**src/edfc_pkg.sv**
```systemverilog
// Shared constants for the Ethernet DMA FIFO control and status slice.
// Assumes a 32-bit AXI4-Lite register bus with word-aligned registers.
package edfc_pkg;
  // Register byte offsets.
  localparam logic [7:0] FDS_OFFSET = 8'h00;
  localparam logic [7:0] RPC_OFFSET = 8'h04;
  localparam logic [7:0] DOC_OFFSET = 8'h08;
  localparam logic [7:0] RBWP_OFFSET = 8'h0c;
  localparam logic [7:0] RRQ_OFFSET = 8'h10;
  // Field positions.
  localparam int TX_SIZE_BIT = 8;
  localparam int RX_SIZE_BIT = 0;
  localparam int RX_CONT_BIT = 0;
  localparam int FIFO_HALT_BIT = 3;
  localparam int ADDR_ERR_BIT = 2;
  localparam int NMI_HALT_BIT = 1;
  localparam int RX_REQ_BIT = 0;
  // FIFO depths in bytes.
  localparam logic [9:0] FIFO_SMALL = 10'h100;
  localparam logic [9:0] FIFO_LARGE = 10'h200;
  // Reset value of every register.
  localparam logic [31:0] REG_RESET = 32'h0000_0000;
  // AXI response codes.
  localparam logic [1:0] RESP_OKAY = 2'h0;
  localparam logic [1:0] RESP_SLVERR = 2'h2;
  // Frame-completion sequencer states.
  typedef enum logic [3:0] {
    EDFC_IDLE = 4'h1,
    EDFC_STATUS = 4'h2,
    EDFC_FETCH = 4'h4,
    EDFC_STOP = 4'h8
  } edfc_state_type;
endpackage

```
**src/edfc_sync.sv**
```systemverilog
// Two-flop synchroniser bank for inputs arriving from outside aclk.
// Assumes inputs are levels held for at least two clock cycles.
module edfc_sync #(
  parameter int WIDTH = 1
) (
  input wire logic aclk,
  input wire logic aresetn,
  input wire logic [WIDTH-1:0] async_in,
  output logic [WIDTH-1:0] sync_out
);
  logic [WIDTH-1:0] stage1;

  // A bank of no bits would leave the pin with nothing to carry it.
  if (WIDTH < 1) begin : g_bad_width
    $error("edfc_sync needs a WIDTH of at least 1");
  end

  // The first stage feeds only the second stage.
  always_ff @(posedge aclk) begin
    if (!aresetn) begin
      stage1 <= '0;
      sync_out <= '0;
    end else begin
      stage1 <= async_in;
      sync_out <= stage1;
    end
  end
endmodule

```
**src/edfc_top.sv**
```systemverilog
// Control and status slice of an Ethernet DMA engine with AXI4-Lite access.
// Assumes the engine core reports frame, FIFO and address events as pulses
// on aclk, and that the NMI pin is asynchronous.
module edfc_top (
  input wire logic aclk,
  input wire logic aresetn,
  input wire logic [7:0] s_axi_awaddr,
  input wire logic s_axi_awvalid,
  output logic s_axi_awready,
  input wire logic [31:0] s_axi_wdata,
  input wire logic [3:0] s_axi_wstrb,
  input wire logic s_axi_wvalid,
  output logic s_axi_wready,
  output logic [1:0] s_axi_bresp,
  output logic s_axi_bvalid,
  input wire logic s_axi_bready,
  input wire logic [7:0] s_axi_araddr,
  input wire logic s_axi_arvalid,
  output logic s_axi_arready,
  output logic [31:0] s_axi_rdata,
  output logic [1:0] s_axi_rresp,
  output logic s_axi_rvalid,
  input wire logic s_axi_rready,
  input wire logic nmi_pin,
  input wire logic frame_done,
  input wire logic status_written,
  input wire logic desc_fetched,
  input wire logic tx_underflow,
  input wire logic rx_overflow,
  input wire logic illegal_address,
  input wire logic [31:0] rx_write_addr,
  input wire logic rx_write_addr_valid,
  output logic [9:0] tx_fifo_depth,
  output logic [9:0] rx_fifo_depth,
  output logic receive_request,
  output logic dma_run,
  output logic status_write_req,
  output logic desc_fetch_req
);
  logic tx_fifo_size_sel;
  logic rx_fifo_size_sel;
  logic rx_continue_policy;
  logic fifo_error_halt_sel;
  logic illegal_address_flag;
  logic nmi_halted_flag;
  logic fifo_halted;
  logic [31:0] rx_buffer_write_ptr;
  logic nmi_sync;
  logic nmi_prev;
  logic aw_held;
  logic w_held;
  logic [7:0] aw_addr;
  logic [31:0] w_data;
  edfc_pkg::edfc_state_type state;
  edfc_pkg::edfc_state_type next_state;

  // The NMI pin is asynchronous, so it is synchronised before use.
  edfc_sync #(.WIDTH(1)) u_sync (
    .aclk(aclk),
    .aresetn(aresetn),
    .async_in(nmi_pin),
    .sync_out(nmi_sync)
  );

  // Word-address decode shared by the read and write paths.
  function automatic logic addr_known(input logic [7:0] a);
    addr_known = (a == edfc_pkg::FDS_OFFSET) || (a == edfc_pkg::RPC_OFFSET)
      || (a == edfc_pkg::DOC_OFFSET) || (a == edfc_pkg::RBWP_OFFSET)
      || (a == edfc_pkg::RRQ_OFFSET);
  endfunction

  // Write handshake: address and data are latched independently.
  wire do_write = aw_held && w_held && !s_axi_bvalid;
  wire nmi_rise = nmi_sync && !nmi_prev;
  wire fifo_err = tx_underflow || rx_overflow;
  wire wr_doc = do_write && (aw_addr == edfc_pkg::DOC_OFFSET);
  wire wr_fds = do_write && (aw_addr == edfc_pkg::FDS_OFFSET);
  wire wr_rpc = do_write && (aw_addr == edfc_pkg::RPC_OFFSET);
  wire wr_rrq = do_write && (aw_addr == edfc_pkg::RRQ_OFFSET);
  wire wb0 = w_data[edfc_pkg::RX_REQ_BIT];
  wire aerr_clr = wr_doc && !w_data[edfc_pkg::ADDR_ERR_BIT];
  wire nmi_clr = wr_doc && !w_data[edfc_pkg::NMI_HALT_BIT];
  assign s_axi_awready = !aw_held;
  assign s_axi_wready = !w_held;

  always_ff @(posedge aclk) begin
    if (!aresetn) begin
      aw_held <= 1'b0;
      w_held <= 1'b0;
      aw_addr <= 8'h00;
      w_data <= edfc_pkg::REG_RESET;
      s_axi_bvalid <= 1'b0;
      s_axi_bresp <= edfc_pkg::RESP_OKAY;
    end else begin
      if (s_axi_awvalid && !aw_held) begin
        aw_held <= 1'b1;
        aw_addr <= s_axi_awaddr;
      end
      if (s_axi_wvalid && !w_held) begin
        w_held <= 1'b1;
        w_data <= s_axi_wdata;
      end
      if (do_write) begin
        aw_held <= 1'b0;
        w_held <= 1'b0;
        s_axi_bvalid <= 1'b1;
        s_axi_bresp <= addr_known(aw_addr) ? edfc_pkg::RESP_OKAY
                                           : edfc_pkg::RESP_SLVERR;
      end else if (s_axi_bready) begin
        s_axi_bvalid <= 1'b0;
      end
    end
  end

  // Configuration bits; the wstrb of lane 0 or 1 is ignored because the two FDS
  // fields sit in separate lanes and partial writes are rare.
  always_ff @(posedge aclk) begin
    if (!aresetn) begin
      tx_fifo_size_sel <= 1'b0;
      rx_fifo_size_sel <= 1'b0;
      rx_continue_policy <= 1'b0;
      fifo_error_halt_sel <= 1'b0;
    end else begin
      if (wr_fds) begin
        tx_fifo_size_sel <= w_data[edfc_pkg::TX_SIZE_BIT];
        rx_fifo_size_sel <= w_data[edfc_pkg::RX_SIZE_BIT];
      end
      if (wr_rpc)
        rx_continue_policy <= w_data[edfc_pkg::RX_CONT_BIT];
      if (wr_doc)
        fifo_error_halt_sel <= w_data[edfc_pkg::FIFO_HALT_BIT];
    end
  end

  // Sticky flags: a hardware set in the same cycle beats a software clear.
  always_ff @(posedge aclk) begin
    if (!aresetn) begin
      illegal_address_flag <= 1'b0;
      nmi_halted_flag <= 1'b0;
      fifo_halted <= 1'b0;
      nmi_prev <= 1'b0;
    end else begin
      nmi_prev <= nmi_sync;
      if (illegal_address)
        illegal_address_flag <= 1'b1;
      else if (aerr_clr)
        illegal_address_flag <= 1'b0;
      if (nmi_rise)
        nmi_halted_flag <= 1'b1;
      else if (nmi_clr)
        nmi_halted_flag <= 1'b0;
      if (fifo_err && fifo_error_halt_sel)
        fifo_halted <= 1'b1;
      else if (wr_doc)
        fifo_halted <= 1'b0;
    end
  end

  // Frame completion: write status first, then stop or fetch onward.
  always_comb begin
    next_state = state;
    case (state)
      edfc_pkg::EDFC_IDLE:
        if (frame_done && dma_run) next_state = edfc_pkg::EDFC_STATUS;
      edfc_pkg::EDFC_STATUS:
        if (status_written)
          next_state = rx_continue_policy ? edfc_pkg::EDFC_FETCH
                                          : edfc_pkg::EDFC_STOP;
      edfc_pkg::EDFC_FETCH:
        if (desc_fetched) next_state = edfc_pkg::EDFC_IDLE;
      edfc_pkg::EDFC_STOP:
        next_state = edfc_pkg::EDFC_IDLE;
      default:
        next_state = edfc_pkg::EDFC_IDLE;
    endcase
  end

  always_ff @(posedge aclk) begin
    if (!aresetn)
      state <= edfc_pkg::EDFC_IDLE;
    else
      state <= next_state;
  end

  // Receive request: software sets or clears it; the stop step clears it
  // and wins over a software write in the same cycle.
  always_ff @(posedge aclk) begin
    if (!aresetn)
      receive_request <= 1'b0;
    else if (state == edfc_pkg::EDFC_STOP)
      receive_request <= 1'b0;
    else if (wr_rrq)
      receive_request <= wb0;
  end

  // Snapshot of the write address; it may trail the engine by a cycle.
  always_ff @(posedge aclk) begin
    if (!aresetn)
      rx_buffer_write_ptr <= edfc_pkg::REG_RESET;
    else if (rx_write_addr_valid)
      rx_buffer_write_ptr <= rx_write_addr;
  end

  // Outputs toward the engine core.
  assign dma_run = !nmi_halted_flag && !fifo_halted;
  assign status_write_req = (state == edfc_pkg::EDFC_STATUS);
  assign desc_fetch_req = (state == edfc_pkg::EDFC_FETCH);
  assign tx_fifo_depth = tx_fifo_size_sel ? edfc_pkg::FIFO_LARGE
                                          : edfc_pkg::FIFO_SMALL;
  assign rx_fifo_depth = rx_fifo_size_sel ? edfc_pkg::FIFO_LARGE
                                          : edfc_pkg::FIFO_SMALL;

  // Read mux; reserved bits are built as zero.
  logic [31:0] rd_mux;
  always_comb begin
    rd_mux = edfc_pkg::REG_RESET;
    case (s_axi_araddr)
      edfc_pkg::FDS_OFFSET: begin
        rd_mux[edfc_pkg::TX_SIZE_BIT] = tx_fifo_size_sel;
        rd_mux[edfc_pkg::RX_SIZE_BIT] = rx_fifo_size_sel;
      end
      edfc_pkg::RPC_OFFSET:
        rd_mux[edfc_pkg::RX_CONT_BIT] = rx_continue_policy;
      edfc_pkg::DOC_OFFSET: begin
        rd_mux[edfc_pkg::FIFO_HALT_BIT] = fifo_error_halt_sel;
        rd_mux[edfc_pkg::ADDR_ERR_BIT] = illegal_address_flag;
        rd_mux[edfc_pkg::NMI_HALT_BIT] = nmi_halted_flag;
      end
      edfc_pkg::RBWP_OFFSET:
        rd_mux = rx_buffer_write_ptr;
      edfc_pkg::RRQ_OFFSET:
        rd_mux[edfc_pkg::RX_REQ_BIT] = receive_request;
      default:
        rd_mux = edfc_pkg::REG_RESET;
    endcase
  end

  assign s_axi_arready = !s_axi_rvalid;

  // Read channel: one cycle from address to data.
  always_ff @(posedge aclk) begin
    if (!aresetn) begin
      s_axi_rvalid <= 1'b0;
      s_axi_rdata <= edfc_pkg::REG_RESET;
      s_axi_rresp <= edfc_pkg::RESP_OKAY;
    end else if (s_axi_arvalid && !s_axi_rvalid) begin
      s_axi_rvalid <= 1'b1;
      s_axi_rdata <= rd_mux;
      s_axi_rresp <= addr_known(s_axi_araddr) ? edfc_pkg::RESP_OKAY
                                              : edfc_pkg::RESP_SLVERR;
    end else if (s_axi_rready) begin
      s_axi_rvalid <= 1'b0;
    end
  end
endmodule

```
**config.mk**
```make
export PLATFORM = sky130hd
export DESIGN_NAME = edfc_top
export DESIGN_NICKNAME = d
export VERILOG_FILES = /design/src/edfc_pkg.sv /design/src/edfc_sync.sv /design/src/edfc_top.sv
export SDC_FILE = /design/constraint.sdc
export NUM_CORES = 1
export LEC_CHECK = 0
export ABC_AREA = 1
export BUFFER_PORTS_ARGS = -buffer_cell sky130_fd_sc_hd__buf_2
export CAP_MARGIN = 30
export CELL_PAD_IN_SITES_DETAIL_PLACEMENT = 1
export CELL_PAD_IN_SITES_GLOBAL_PLACEMENT = 2
export CORE_UTILIZATION = 27
export DETAILED_ROUTE_END_ITERATION = 10
export PLACE_DENSITY = 0.83
export SLEW_MARGIN = 20
export SYNTH_ARGS = -nofsm -noshare
export SYNTH_HDL_FRONTEND = slang
export SYNTH_SLANG_ARGS = --single-unit
```
**constraint.sdc**
```tcl
create_clock -name aclk -period 2.35 [get_ports aclk]
set_input_delay 0.235 -clock aclk [delete_from_list [all_inputs] [get_ports aclk]]
set_output_delay 0.235 -clock aclk [all_outputs]
set_load 0.005 [all_outputs]
```
==> results_dict.tcl <==
set metrics [dict create \
    grt_pass1_vias 3556 \
    dr.pass1.iters 4 \
    wl_um 11000 \
    gr-total-overflow 0 \
    cts_resized 0 \
    grt_usage 0.150 \
    cp-start-kind "register" \
    power_density_nw_per_um2 793 \
    die_y_um 122 \
    cts_root_buf "clkbuf_16" \
    cts_max_path_buffers 2 \
    diodes 0 \
    post-cts-setup-buffer-count 0 \
    fin_hold_ws_ns 0.0717 \
    synth_cells 519 \
    ios 164 \
    status "complete, no violations" \
    rsz0062_at_grt "false" \
    synth_warnings 0 \
    p_leak_nw 2.26 \
    holdBufCountCts 0 \
    numCtsBuffers 9 \
    finalNetCount 717 \
    setup_tns_ns 0 \
    ys_ff_latch 98 \
    synth_top_cell_by_area "dfxtp_1" \
    synth_cell_types 31 \
    asyncSetResetFlopFracSynth 0 \
    crit_chain "nor2_1, nand3_1, inv_1, buf_2" \
    antenna_found_initial 1 \
    via_count 3644 \
    fin_util 0.347 \
    hp-class "input port to register" \
    cts_sinks 98 \
    synthAdderAreaFrac 0 \
    wl_per_cell_um 13.7 \
    finalHoldViolations 0 \
    die_w_um 122 \
    grt_pass1_wl_um 17300 \
    grt_max_degree 56 \
    min_period_over_period 0.616 \
    fin_ws_ns 0.902 \
    crit_type "register to output pin" \
    final-setup-viol-count 0 \
    path_max_fanout 4 \
    drt_iter0_drc 101 \
    ys_top_cells_by_area "dfxtp_1 50%, o21ai_0 10%, nor2_1 9.0%" \
    synth_edf_count 0 \
    worstMarginPinSlew_ns 0.573 \
    drt-vias-per-instance 4.54 \
    place_congestion 0.803 \
    syn_area_per_cell_um2 7.54 \
    dieArea_um2 15000 \
    synth_top_family_by_area "simple AND/OR/NAND/NOR gates" \
    cts_tree "done" \
    area_delta_synth_final_pct 24.2 \
    initial_core_util 0.280 \
    synth_mux_area_frac 0 \
    yosysTopAreaCellShare 0.502 \
    synth_compound_area_frac 0.189 \
    drcViolationCount 0 \
    dp_hpwl_um 7860 \
    cp_data_arrival_time_ns 1.21 \
    pre_cts_slack_ns 0.657 \
    htree_levels 3 \
    fin_skew_ns 0.00697 \
    seq_area_frac_synth 0.502 \
    synthTopCellsByCount "98 x dfxtp_1, 94 x nor2_1, 82 x o21ai_0, 61 x nand2_1, 49 x a21oi_1" \
    end_kind "output pin" \
    slowest_delay_ns 0.33 \
    placementRows 43 \
    cp_top_family "flip-flops" \
    yosys.area_share.xor_xnor 0 \
    fin_crit_ns 1.45 \
    drive_above_1_share 0.239 \
    clk_pin_slew_ns 0.07 \
    synth_most_common_cell "dfxtp_1" \
    cp_slowest_cell "dfxtp_1" \
    netlist_area_um2 3910 \
    core_um2 14000 \
    fmax_mhz 691 \
    yosys.area_share.simple 0.193 \
    maxCapViolations 0 \
    max-slew-margin-rel 0.617 \
    final_antenna_net_count 0 \
    insertion_delay_ns 0.35 \
    required_ns 2.12 \
    numPortBuffers 114 \
    synth_top_flop_cell "dfxtp_1" \
    maxSlewViolCount 0 \
    ir_drop_v 0.000403 \
    worst-path-buf-inv 2 \
]
## sequential cells by signal, summed over array words and instances (netlist names), 4 cells and up
name / flops
aw_addr: 8
s_axi_rdata: 32
w_data: 5
rx_buffer_write_ptr: 32
state: 4
## per-stage QoR
step                cells  instance area (µm²)  power [mW]
floorplan             536                 3980        2.15
global placement      787                 4530        2.30
detailed placement    787                 4530        2.32
CTS                   803                 4860        3.92
global route          803                 4860        4.05
finish                803                 4860        3.85
## cell usage in the layout, fill, tap and decap left out, types with 8 or more instances in the layout
cell,synthesis,final
clkbuf_16,0,9
nand2_1,61,61
o21ai_0,82,82
nand3_1,13,13
conb_1,1,18
nor2_1,94,94
inv_1,38,38
inv_2,8,8
a21oi_1,49,49
buf_2,11,114
dfxtp_1,98,98
## cell families after synthesis
kind of cell,after synthesis
AND/OR/NAND/NOR,184
other,1
flip-flops,98
AO/OA/AOI/OAI,143
buffers and inverters,93
## path summary, 6_finish.rpt
kind	from	end	slack (ns)	depth (start not counted)
min	nmi_pin	u_sync.stage1	0.07	3
min reg2reg	u_sync.stage1	u_sync.sync_out	0.42	2
max reg2reg	s_axi_rvalid	s_axi_rdata[1]	0.92	7
max	state[3]	status_write_req	0.90	4
## where the power goes
| part | switching, mW | internal, mW |
|---|---|---|
| registers | 0.0630 | 1.78 |
| logic | 0.268 | 0.170 |
| clock network | 0.650 | 0.923 |
## tightest hold or removal path: cells and delay by family
kind | cells | cell delay [ns]
simple gates | 1 | 0.04
buf+inv | 2 | 0.12
## layer usage
layer  part of all wire  vias to the layer above  track usage
li1                   -                     1833            -
met1               0.43                     1713        0.169
met4             0.0064                        0       0.0297
met2               0.48                       92        0.261
met3              0.080                        6       0.0655
met5                  0                        -            0
## cell type report
type	count	area [µm²]
Clock buffer	12	267
Clock inverter	4	56.3
Fill cell	1755	9130
Inverter	46	173
Multi-Input combinational cell	345	1560
Sequential cell	98	1960
Tap cell	180	225
Timing Repair Buffer	118	613
(Power assumes the default switching activity.)
